[src/srf_defines.svh]
// Register offsets, reset values, field positions and sizes of the result buffer
`ifndef SRF_DEFINES_SVH
`define SRF_DEFINES_SVH

`define SRF_ADDR_CFG        8'hDF
`define SRF_ADDR_MAP        8'hFC
`define SRF_ADDR_LVL        8'hFD
`define SRF_ADDR_DLO        8'hFE
`define SRF_ADDR_DHI        8'hFF

`define SRF_CFG_FLK_BIT     7
`define SRF_CFG_RSVD        7'h21
`define SRF_MAP_RESET       7'h00
`define SRF_MAP_STATUS_BIT  0
`define SRF_MAP_CH5_BIT     6

`define SRF_DEPTH           128
`define SRF_PTR_W           7
`define SRF_LVL_FULL        8'h80
`define SRF_LVL_ZERO        8'h00
`define SRF_STAGE_DEPTH     8
`define SRF_LAST_ITEM       3'h6
`define SRF_NUM_CH          6

`endif

[src/srf_pkg.sv]
// Types shared by the result buffer and its host-facing register port
package srf_pkg;

    // Packer states
    typedef enum logic [1:0] {
        SRF_IDLE = 2'b00,
        SRF_RUN  = 2'b01
    } srf_state_t;

    // One measurement cycle as delivered by the sequencer
    typedef struct packed {
        logic [7:0]        status;
        logic [5:0][15:0]  ch;
    } srf_meas_t;

    // Byte-wide register access from the serial protocol engine
    typedef struct packed {
        logic       addrLoad;
        logic [7:0] addr;
        logic       wr;
        logic [7:0] wrData;
        logic       rd;
    } srf_host_req_t;

endpackage

[src/srf_result_fifo.sv]
// Spectral result buffer: capture packer, 128-entry store and host register window
//
// Function
// - Store 128 two-byte entries (256 bytes) in arrival order.
// - Entry arriving when 128 are unread sets overflow and is dropped.
// - Host reads buffered data at 0xFE (low byte) and 0xFF (high byte).
// - Register pointer wraps from 0xFF back to 0xFE on sequential access.
// - Single-byte reads and bursts of any length are both accepted.
// - Single-byte read of 0xFF advances read pointer and lowers level.
// - Bursts advance pointer and lower level once per two-byte entry.
// - Reading data with level zero returns zero and leaves read pointer and level unchanged.
// - Data interrupt indication is high while unread data is held.
// - Read-only 8-bit fill level counts unread entries, 0 to 128.
// - Capture map bits 1 to 6 enable channels 0 to 5, two bytes each.
// - Capture map bit 0 enables the status byte, one byte per sample.
// - Channel 5 capture enable is ignored while flicker detection runs.
// - Config bit 7 captures flicker raw bytes, only with flicker detection on.
// - All capture map enables reset to zero.
`timescale 1ns/1ps
`include "srf_defines.svh"
module srf_result_fifo (
    input  wire logic                   clk,
    input  wire logic                   resetn,
    input  wire srf_pkg::srf_host_req_t hostReq,
    output logic [7:0]                  hostRdData,
    input  wire logic                   measValid,
    output logic                        measReady,
    input  wire srf_pkg::srf_meas_t     measData,
    input  wire logic                   flickerValid,
    output logic                        flickerReady,
    input  wire logic [7:0]             flickerByte,
    input  wire logic                   flickerDetectEnable,
    input  wire logic                   overflowClear,
    output logic                        overflowFlag,
    output logic                        bufferDataIrq,
    output logic [7:0]                  bufferFillLevel
);
    import srf_pkg::*;

    // Register state
    logic [7:0]       ptr_q;
    logic [7:0]       ptr_d;
    logic             flkCapture_q;
    logic [6:0]       captureMap_q;
    logic [7:0]       rdData_q;
    logic [7:0]       rdData_d;

    // Main store
    logic [15:0]      store [`SRF_DEPTH];
    logic [`SRF_PTR_W-1:0] wrPtr_q;
    logic [`SRF_PTR_W-1:0] rdPtr_q;
    logic [7:0]       level_q;
    logic [7:0]       level_d;
    logic             overflow_q;

    // Packer state
    srf_state_t       state_q;
    logic [2:0]       item_q;
    srf_meas_t        snap_q;
    logic [7:0]       half_q;
    logic             halfValid_q;
    logic [7:0]       half_d;
    logic             halfValid_d;

    // Staging FIFO handshakes
    wire              stageInReady;
    wire              stageOutValid;
    wire [15:0]       stageOutData;
    wire              stageOutReady;

    // ------------------------------------------------------------------
    // Effective capture enables per measurement item
    // ------------------------------------------------------------------
    wire [6:0] itemEn;
    assign itemEn[`SRF_MAP_STATUS_BIT] = captureMap_q[`SRF_MAP_STATUS_BIT];
    assign itemEn[5:1] = captureMap_q[5:1];
    assign itemEn[`SRF_MAP_CH5_BIT] = captureMap_q[`SRF_MAP_CH5_BIT]
                                      & ~flickerDetectEnable;

    // ------------------------------------------------------------------
    // Packer input selection: measurement item in RUN, flicker byte in IDLE
    // ------------------------------------------------------------------
    wire        isRun;
    wire        flkTake;
    wire [2:0]  chIdx;
    wire [15:0] itemWord;
    wire        inActive;
    wire        inOne;
    wire [7:0]  inLo;
    wire [7:0]  inHi;
    wire        needPush;
    wire [15:0] pushWord;
    wire        stall;

    assign isRun        = (state_q == SRF_RUN);
    assign measReady    = ~isRun;
    // Measurement start wins over a flicker byte offered in the same cycle
    assign flickerReady = ~isRun & ~measValid & stageInReady;
    assign flkTake      = flickerValid & flickerReady & flickerDetectEnable
                          & flkCapture_q;
    assign chIdx        = item_q - 3'h1;
    assign itemWord     = (item_q == 3'h0) ? {8'h00, snap_q.status}
                                           : snap_q.ch[chIdx];
    assign inActive     = isRun ? itemEn[item_q] : flkTake;
    assign inOne        = isRun ? (item_q == 3'h0) : 1'b1;
    assign inLo         = isRun ? itemWord[7:0] : flickerByte;
    assign inHi         = itemWord[15:8];

    // Earlier byte goes low; an odd byte waits for its partner
    assign needPush = inActive & (halfValid_q | ~inOne);
    assign pushWord = halfValid_q ? {inLo, half_q} : {inHi, inLo};
    // Back-pressure from the staging FIFO freezes the packer
    assign stall    = needPush & ~stageInReady;

    // Pending half byte bookkeeping
    always_comb begin
        half_d      = half_q;
        halfValid_d = halfValid_q;
        if (inActive && !stall) begin
            if (inOne) begin
                half_d      = inLo;
                halfValid_d = ~halfValid_q;
            end else if (halfValid_q) begin
                half_d      = inHi;
            end
        end
    end

    // Packer sequencer walks items 0..6 in fixed order, one per cycle
    always_ff @(posedge clk) begin
        if (!resetn) begin
            state_q <= SRF_IDLE;
            item_q  <= 3'h0;
        end else begin
            case (state_q)
                SRF_IDLE: begin
                    if (measValid) begin
                        state_q <= SRF_RUN;
                        item_q  <= 3'h0;
                    end
                end
                SRF_RUN: begin
                    if (!stall) begin
                        item_q <= item_q + 3'h1;
                        if (item_q == `SRF_LAST_ITEM) begin
                            state_q <= SRF_IDLE;
                        end
                    end
                end
                default: begin
                    state_q <= SRF_IDLE;
                end
            endcase
        end
    end

    // Snapshot lets the sequencer move on while results are queued
    always_ff @(posedge clk) begin
        if (!resetn) begin
            snap_q      <= '0;
            half_q      <= 8'h00;
            halfValid_q <= 1'b0;
        end else begin
            if (!isRun && measValid) begin
                snap_q <= measData;
            end
            half_q      <= half_d;
            halfValid_q <= halfValid_d;
        end
    end

    // Eight-entry staging queue between packer and main store
    srf_stage_fifo #(
        .WIDTH (16),
        .DEPTH (`SRF_STAGE_DEPTH)
    ) u_stage (
        .clk      (clk),
        .resetn   (resetn),
        .inValid  (needPush),
        .inReady  (stageInReady),
        .inData   (pushWord),
        .outValid (stageOutValid),
        .outReady (stageOutReady),
        .outData  (stageOutData)
    );

    // ------------------------------------------------------------------
    // Host register window decode
    // ------------------------------------------------------------------
    wire hitCfg;
    wire hitMap;
    wire hitLvl;
    wire hitDlo;
    wire hitDhi;
    wire notEmpty;
    wire isFull;
    wire popNow;
    wire storeWr;
    wire dropNow;
    wire access;

    assign hitCfg   = (ptr_q == `SRF_ADDR_CFG);
    assign hitMap   = (ptr_q == `SRF_ADDR_MAP);
    assign hitLvl   = (ptr_q == `SRF_ADDR_LVL);
    assign hitDlo   = (ptr_q == `SRF_ADDR_DLO);
    assign hitDhi   = (ptr_q == `SRF_ADDR_DHI);
    assign notEmpty = (level_q != `SRF_LVL_ZERO);
    assign isFull   = (level_q == `SRF_LVL_FULL);
    assign access   = hostReq.rd | hostReq.wr;

    // Pop on every high-byte read while data is held; a burst from 0xFE pops once per entry
    assign popNow = hostReq.rd & hitDhi & notEmpty;

    // Single-port store: drain pauses on a pop cycle, stage absorbs it
    assign stageOutReady = ~popNow;
    assign storeWr       = stageOutValid & stageOutReady & ~isFull;
    assign dropNow       = stageOutValid & stageOutReady & isFull;

    // Pointer auto-increments, but 0xFF folds back to 0xFE
    always_comb begin
        ptr_d = ptr_q;
        if (hostReq.addrLoad) begin
            ptr_d = hostReq.addr;
        end else if (access) begin
            ptr_d = hitDhi ? `SRF_ADDR_DLO : ptr_q + 8'h01;
        end
    end

    // Read mux; empty store reads as zero
    always_comb begin
        rdData_d = rdData_q;
        if (hostReq.rd) begin
            rdData_d = 8'h00;
            if (hitCfg) begin
                rdData_d = {flkCapture_q, `SRF_CFG_RSVD};
            end else if (hitMap) begin
                rdData_d = {1'b0, captureMap_q};
            end else if (hitLvl) begin
                rdData_d = level_q;
            end else if (hitDlo && notEmpty) begin
                rdData_d = store[rdPtr_q][7:0];
            end else if (hitDhi && notEmpty) begin
                rdData_d = store[rdPtr_q][15:8];
            end
        end
    end

    // Host-visible registers and pointer
    always_ff @(posedge clk) begin
        if (!resetn) begin
            ptr_q        <= 8'h00;
            rdData_q     <= 8'h00;
            flkCapture_q <= 1'b0;
            captureMap_q <= `SRF_MAP_RESET;
        end else begin
            ptr_q    <= ptr_d;
            rdData_q <= rdData_d;
            // Reserved config bits are fixed; written values are not kept
            if (hostReq.wr && hitCfg) begin
                flkCapture_q <= hostReq.wrData[`SRF_CFG_FLK_BIT];
            end
            if (hostReq.wr && hitMap) begin
                captureMap_q <= hostReq.wrData[6:0];
            end
        end
    end

    // ------------------------------------------------------------------
    // Main store, level and overflow
    // ------------------------------------------------------------------
    always_comb begin
        level_d = level_q;
        if (storeWr && !popNow) begin
            level_d = level_q + 8'h01;
        end else if (popNow && !storeWr) begin
            level_d = level_q - 8'h01;
        end
    end

    always_ff @(posedge clk) begin
        if (storeWr) begin
            store[wrPtr_q] <= stageOutData;
        end
    end

    // Overflow set beats a clear arriving in the same cycle
    always_ff @(posedge clk) begin
        if (!resetn) begin
            wrPtr_q    <= '0;
            rdPtr_q    <= '0;
            level_q    <= 8'h00;
            overflow_q <= 1'b0;
        end else begin
            wrPtr_q <= wrPtr_q + `SRF_PTR_W'(storeWr);
            rdPtr_q <= rdPtr_q + `SRF_PTR_W'(popNow);
            level_q <= level_d;
            if (dropNow) begin
                overflow_q <= 1'b1;
            end else if (overflowClear) begin
                overflow_q <= 1'b0;
            end
        end
    end

    // Outputs
    assign hostRdData      = rdData_q;
    assign overflowFlag    = overflow_q;
    assign bufferFillLevel = level_q;
    assign bufferDataIrq   = notEmpty;
endmodule

[src/srf_stage_fifo.sv]
// Small staging FIFO with valid/ready on both sides
`timescale 1ns/1ps
module srf_stage_fifo #(
    parameter int WIDTH = 16,
    parameter int DEPTH = 8
) (
    input  wire logic             clk,
    input  wire logic             resetn,
    input  wire logic             inValid,
    output logic                  inReady,
    input  wire logic [WIDTH-1:0] inData,
    output logic                  outValid,
    input  wire logic             outReady,
    output logic [WIDTH-1:0]      outData
);
    localparam int AW = $clog2(DEPTH);

    logic [WIDTH-1:0] mem [DEPTH];
    logic [AW-1:0]    wrPtr_q;
    logic [AW-1:0]    rdPtr_q;
    logic [AW:0]      count_q;
    wire              doPush;
    wire              doPop;

    // Full and empty straight from the occupancy count
    assign inReady  = (count_q != (AW+1)'(DEPTH));
    assign outValid = (count_q != '0);
    assign outData  = mem[rdPtr_q];
    assign doPush   = inValid & inReady;
    assign doPop    = outValid & outReady;

    // Storage has no reset; only pointers and the count need a defined state
    always_ff @(posedge clk) begin
        if (doPush) begin
            mem[wrPtr_q] <= inData;
        end
    end

    // Pointers wrap naturally since DEPTH is a power of two
    always_ff @(posedge clk) begin
        if (!resetn) begin
            wrPtr_q <= '0;
            rdPtr_q <= '0;
            count_q <= '0;
        end else begin
            wrPtr_q <= wrPtr_q + AW'(doPush);
            rdPtr_q <= rdPtr_q + AW'(doPop);
            count_q <= count_q + (AW+1)'(doPush) - (AW+1)'(doPop);
        end
    end
endmodule
[config.mk]
export PLATFORM = sky130hd
export DESIGN_NAME = srf_result_fifo
export DESIGN_NICKNAME = d
export VERILOG_FILES = /design/src/srf_pkg.sv /design/src/srf_result_fifo.sv /design/src/srf_stage_fifo.sv
export VERILOG_INCLUDE_DIRS = /design/src
export SDC_FILE = /design/constraint.sdc
export NUM_CORES = 2
export LEC_CHECK = 0
export BUFFER_PORTS_ARGS = -buffer_cell sky130_fd_sc_hd__buf_2
export CORE_MARGIN = 2
export CORE_UTILIZATION = 25
export CTS_BUF_LIST = sky130_fd_sc_hd__clkbuf_8 sky130_fd_sc_hd__clkbuf_16
export DETAILED_ROUTE_END_ITERATION = 10
export HOLD_SLACK_MARGIN = 0.12
export PLACE_DENSITY_LB_ADDON = 0.2
export SLEW_MARGIN = 20
export SYNTH_ARGS = -nofsm -noshare
export SYNTH_HDL_FRONTEND = slang
export SYNTH_HIERARCHICAL = 1
export SYNTH_SLANG_ARGS = --single-unit
[constraint.sdc]
create_clock -name clk -period 5.2 [get_ports clk]
set_input_delay 0.52 -clock clk [delete_from_list [all_inputs] [get_ports clk]]
set_output_delay 0.52 -clock clk [all_outputs]
set_load 0.005 [all_outputs]
# Word level (Yosys, flattened, before mapping)
# Memories as Yosys holds them, arrays and structs flattened. A register that Yosys moved wholly into a read port is not among the register bits.
# Cells that the tools add are included.
# word_totals
register_bits	175
ram_bits	2176
elab_cells	134
latchBits	0
n_memories	2
romBits	0
# op_classes
shifts	0
n_reduce_logical	25
mux	36
order_cmp	2
div	0
n_eq_ne	12
multipliers	0
bitwise_logic	24
addsub	11
# mem_list
name	depth	width	read_ports	rd_ports_with_merged_regs	wr	line	source
store	128	16	1	1	1	srf_result_fifo.sv:49	logic [15:0] store [`SRF_DEPTH];
u_stage.mem	8	16	1	1	1	srf_stage_fifo.sv:18	logic [WIDTH-1:0] mem [DEPTH];
# op_table
cell	n
two-way mux 8 bit	13
binary-select mux 16 bit (select 3 bit)	1
equality test 8 bit, second input constant	6
two-way mux 16 bit	3
adder 8 x 1 -> 8 bit, second input constant	2
adder 7 x 1 -> 7 bit	2
AND 1 bit	14
nonzero test 2 bit	5
two-way mux 1 bit	9
two-way mux 3 bit	3
logical AND 1 bit	8
less-than comparator 3 x 4 -> 1 bit, second input constant	2
NOT 1 bit	8
nonzero test 8 bit	1
subtractor 8 x 1 -> 8 bit, second input constant	1
two-way mux 7 bit	1
adder 3 x 1 -> 3 bit	2
two-way mux 2 bit	3
one-hot mux 3 bit (2 select lines)	1
AND reduction 3 bit	2
adder 4 x 1 -> 4 bit	1
logical NOT 1 bit	4
!= test 2 bit, second input constant	2
!= test 4 bit, second input constant	1
other kinds (13)	15

# Longest topological paths before layout
# logic_depth
depth_word	13
ltp_mapped	17
depth_no_buf	17

# Cells and area by module
# Netlist, hierarchy kept.
# modules_own_cells
mod	seq_area_each_um2	n_inst	cells_each	area_each_um2
srf_result_fifo	64782.1	1	4418	86864.6
srf_stage_fifo	4043.9	1	250	5496.5

# Worst setup path after synthesis
# OpenSTA, ideal clock, no wires.
# synth_timing
path_kind	register to register
from	register level_q[3] (netlist: bufferFillLevel[3])
to	register level_q[7] (netlist: bufferFillLevel[7])
synth_period_minus_slack_ps	3674
path_stages_with_launch	17
setup_slack_ps	1526
n_path_buf	0
arrival_ps	3604
t_required_ps	5130
cell_sequence	dfxtp_1 > or4_1 > or3_1 > nand3_2 > nand2_1 > a21oi_2 > ha_1 > inv_1 > ha_1 > a21o_1 > a21o_1 > a21oi_1 > nor2b_1 > o41ai_1 > xnor2_1 > or3_1 > a21oi_1
# synth_between
elab_chain_cells	8
# synth_lines
item	line	source
from (decl)	srf_result_fifo.sv:52	logic [7:0] level_q;
from (signal assigned)	srf_result_fifo.sv:296	level_q <= level_d;
nonzero test 8 bit (no source line) *	--	
named net bufferDataIrq	srf_result_fifo.sv:35	output logic bufferDataIrq,
AND 1 bit *	srf_result_fifo.sv:212	assign popNow = hostReq.rd & hitDhi & notEmpty;
NOT 1 bit *	srf_result_fifo.sv:215	assign stageOutReady = ~popNow;
named net stageOutReady	srf_result_fifo.sv:69	wire stageOutReady;
AND 1 bit * (2 in series)	srf_result_fifo.sv:216	assign storeWr = stageOutValid & stageOutReady & ~isFull;
logical NOT 1 bit	srf_result_fifo.sv:275	end else if (popNow && !storeWr) begin
logical AND 1 bit	srf_result_fifo.sv:275	
nonzero test 2 bit (no source line)	--	
# Mark *: on every way through the listed nets, which the timed path passes. The rest lies on a longest branch. The select of a mux whose other input is x is not followed.
# A chain may end at the register's enable or synchronous reset.

==> flow_metrics.py <==
metrics = {
    "worst_setup_path": {
        "critical_path_buf_inv_count": 2,
        "path_cells": "buf_12 > buf_4 > mux4_2 > a2111oi_0 > o21ai_1 > a211o_1 > nand4_1 > a21oi_1",
        "start_kind": "flip-flop",
        "slowest_stage": "dfxtp_4",
        "crit_family": "compound AO/OA/AOI/OAI gates",
        "cp.required_ps": 5860,
        "crit_arrival_ps": 4990,
        "path_max_fanout": 36,
        "path_class": "flip-flop to flip-flop",
        "worstSetupEndpointType": "flip-flop",
        "slowest_delay_ps": 870,
        "r2r_slack_ps": 870,
    },
    "power": {
        "power.leakage_nw": 34.5,
        "p_per_area_mw_per_mm2": 429,
        "p_seq_frac": 0.501,
        "power.switching_mw": 12.4,
        "comb_power_share": 0.122,
        "power.internal_mw": 34.8,
        "switching_share": 0.263,
        "ir_worst_vdd_uv": 297,
        "p_clk_frac": 0.377,
    },
    "finish": {
        "layout-drive-gt1-share": 0.269,
        "area_growth_pct": 19.1,
        "final_cell_mix": "edfxtp_1 (2176), mux4_2 (519), nand2_1 (329), clkbuf_16 (276), buf_4 (268)",
        "finalNetCount": 5419,
        "final_common_cell": "edfxtp_1",
        "fillers": 36003,
    },
    "clocking": {
        "clk_pin_slew_ps": 60,
        "worstSkewPairLatency_ps": 870,
        "root_buffer": "clkbuf_16",
        "numCtsBuffers": 268,
        "cts.sink_count": 2350,
        "tritoncts": "done",
        "hold_buffers": 132,
        "cts.htree.levels": 5,
        "ctsLongestPathBuffers": 4,
        "cts_resized": 0,
        "cts_setup_buffers": 0,
    },
    "floorplan": {
        "ios": 157,
        "die_y_um": 612,
        "rows": 223,
        "dieArea_mm2": 0.374,
        "start_util": 0.251,
        "core-area_mm2": 0.368,
        "fp.dieW_um": 612,
    },
    "yosys": {
        "synth_cell_types": 73,
        "synth_seq_cells": 2350,
        "yosys-mux-area-fraction": 0.163,
        "synth-compound-area-share": 0.0316,
        "synth_seq_area_share": 0.745,
        "yosysWarnings": 6,
        "syn_area_per_cell_um2": 19.8,
        "synth.area.top_cells": "edfxtp_1 (71%), mux4_2 (13%), dfxtp_1 (3.8%)",
        "yosysTopAreaCellShare": 0.707,
        "synthAdderAreaFrac": 0.00450,
        "syn_area_mm2": 0.0924,
        "syn_inst": 4668,
        "ys_async_sr_fraction": 0,
        "yosys.area_share.simple": 0.0351,
        "synth_ff_type": "edfxtp_1",
        "synth_xor_area_frac": 0.00209,
        "syn_nets": 4837,
        "synth_edf_count": 2176,
        "synth_area_leader_cell": "edfxtp_1",
        "synth_top_family_by_area": "multiplexers",
    },
    "place": {
        "port_buffers": 156,
        "dp_hpwl_um": 177000,
        "gp_congestion": 0.833,
    },
    "detailed_routing": {
        "via_per_inst": 4.69,
        "routed_wl_um": 284000,
        "antenna_left": 0,
        "detailedRoute.firstPassIterationCount": 5,
        "drc": 0,
        "detail_route.wl_per_cell_um": 27.6,
        "drtIter0Drc": 4898,
        "vias": 48304,
    },
    "timing": {
        "timing.hold.ws_ps": 190,
        "finalCriticalPeriod_ps": 4330,
        "slew_violations": 0,
        "max_slew_margin": 0.166,
        "skew_ps": 72.1,
        "finalSetupTns_ps": 0,
        "max_freq_mhz": 231,
        "tightest_slew_ps": 1240,
        "rsz0062_at_grt": "no",
        "finalHoldViolCount": 0,
        "setup_viol": 0,
        "fin_crit_sh": 0.833,
    },
    "global_routing": {
        "grt_max_degree": 105,
        "first_global_vias": 49578,
        "antenna_found_initial": 12,
        "track_usage": 0.148,
        "gr-total-overflow": 0,
        "grt_pass1_wl_um": 395000,
    },
    "job": {
        "maxCapViolCount": 0,
    },
    "outcome": {
        "status": "completed",
    },
    "min_path": {
        "hp-class": "input port to flip-flop",
    },
}
## kinds of logic (layout without fill, tap and decap cells)
| kind of cell | count (synthesis) | count (layout) |
|---|---|---|
| AND/OR/NAND/NOR | 757 | 757 |
| multiplexers | 753 | 753 |
| adder cells (fa/ha/maj) | 32 | 32 |
| other | 0 | 7 |
| flip-flops | 2350 | 2350 |
| XOR/XNOR | 22 | 22 |
| buffers and inverters | 298 | 1078 |
| AO/OA/AOI/OAI | 456 | 456 |
## metrics by stage
| stage | setup slack (ps) | power (mW) | area (µm²) | util | std cells |
|---|---|---|---|---|---|
| after global routing | 706 | 48.9 | 110000 | 0.299 | 10286 |
| final | 869 | 47.2 | 110000 | 0.299 | 10292 |
| after floorplan | 1530 | 26.5 | 92400 | - | 4668 |
| after global placement | 645 | 29.7 | 101000 | 0.273 | 9685 |
| after detailed placement | 734 | 29.8 | 101000 | 0.273 | 9685 |
| after CTS | 656 | 47.8 | 110000 | 0.299 | 10285 |
## power by group through the flow
| stage | combinational [mW] | sequential (mW) | clock [mW] |
|---|---|---|---|
| after CTS | 5.88 | 23.7 | 18.3 |
| after global placement | 5.64 | 24.0 | 0 |
| after detailed placement | 5.80 | 24.1 | 0 |
| after global routing | 6.19 | 23.7 | 19.0 |
| after floorplan | 2.48 | 24.0 | 0 |
| final | 5.76 | 23.7 | 17.8 |
## cells in the mapped netlist, types with 25 or more instances
cell      instances
a21oi_1         182
a22oi_1          43
buf_2            76
buf_4            33
buf_6            29
clkbuf_1         98
dfxtp_1         174
edfxtp_1       2176
ha_1             30
inv_1            25
mux2_2           35
mux2i_1         137
mux4_1           62
mux4_2          519
nand2_1         330
nand3_1          40
nor2_1          247
nor2b_1          34
nor3_1           28
o21ai_0          48
o22ai_1          30
## registers in the layout, summed over array words and instances (netlist names), 7 cells and up
name	flops
store	2048
u_stage/mem	128
snap_q	104
bufferFillLevel	8
half_q	8
hostRdData	8
ptr_q	8
captureMap_q	7
rdPtr_q	7
wrPtr_q	7
## path summary, 6_finish.rpt
| kind | endpoint | startpoint | cells past startpoint |
|---|---|---|---|
| max | hostRdData[2]$_SDFFE_PN0P_ | rdPtr_q[1]$_SDFF_PN0_ | 8 |
| max reg2reg | hostRdData[2]$_SDFFE_PN0P_ | rdPtr_q[1]$_SDFF_PN0_ | 8 |
| min reg2reg | snap_q[93]$_SDFFE_PN0P_ | snap_q[93]$_SDFFE_PN0P_ | 2 |
| min | ptr_q[3]$_SDFFE_PN0P_ | hostReq[13] | 4 |
## metal layers
layer,wire length [µm],global-route usage,part of all wire
met2,132000,0.238,0.47
met1,127000,0.207,0.45
met5,0,0,0
met3,18000,0.0275,0.063
met4,6920,0.0355,0.024
## final cells by class
class / count / area (µm²) / area share
flip-flops and latches: 2350 / 68800 / 0.626
multi-input cells: 2020 / 22200 / 0.202
repair buffers: 581 / 4610 / 0.0419
clock inverters: 187 / 1170 / 0.0106
inverters: 29 / 121 / 0.00110
clock buffers: 281 / 6980 / 0.0634
well taps: 4837 / 6050 / 0.0550
diodes: 7 / 17.5 / 0.000159
## worst reg2reg max path: stages, from the launching register on
cell	delay (ps)
dfxtp_4	870
buf_12	370
buf_4	370
mux4_2	410
a2111oi_0	860
o21ai_1	570
a211o_1	460
nand4_1	130
a21oi_1	100
(Power assumes the default switching activity.)
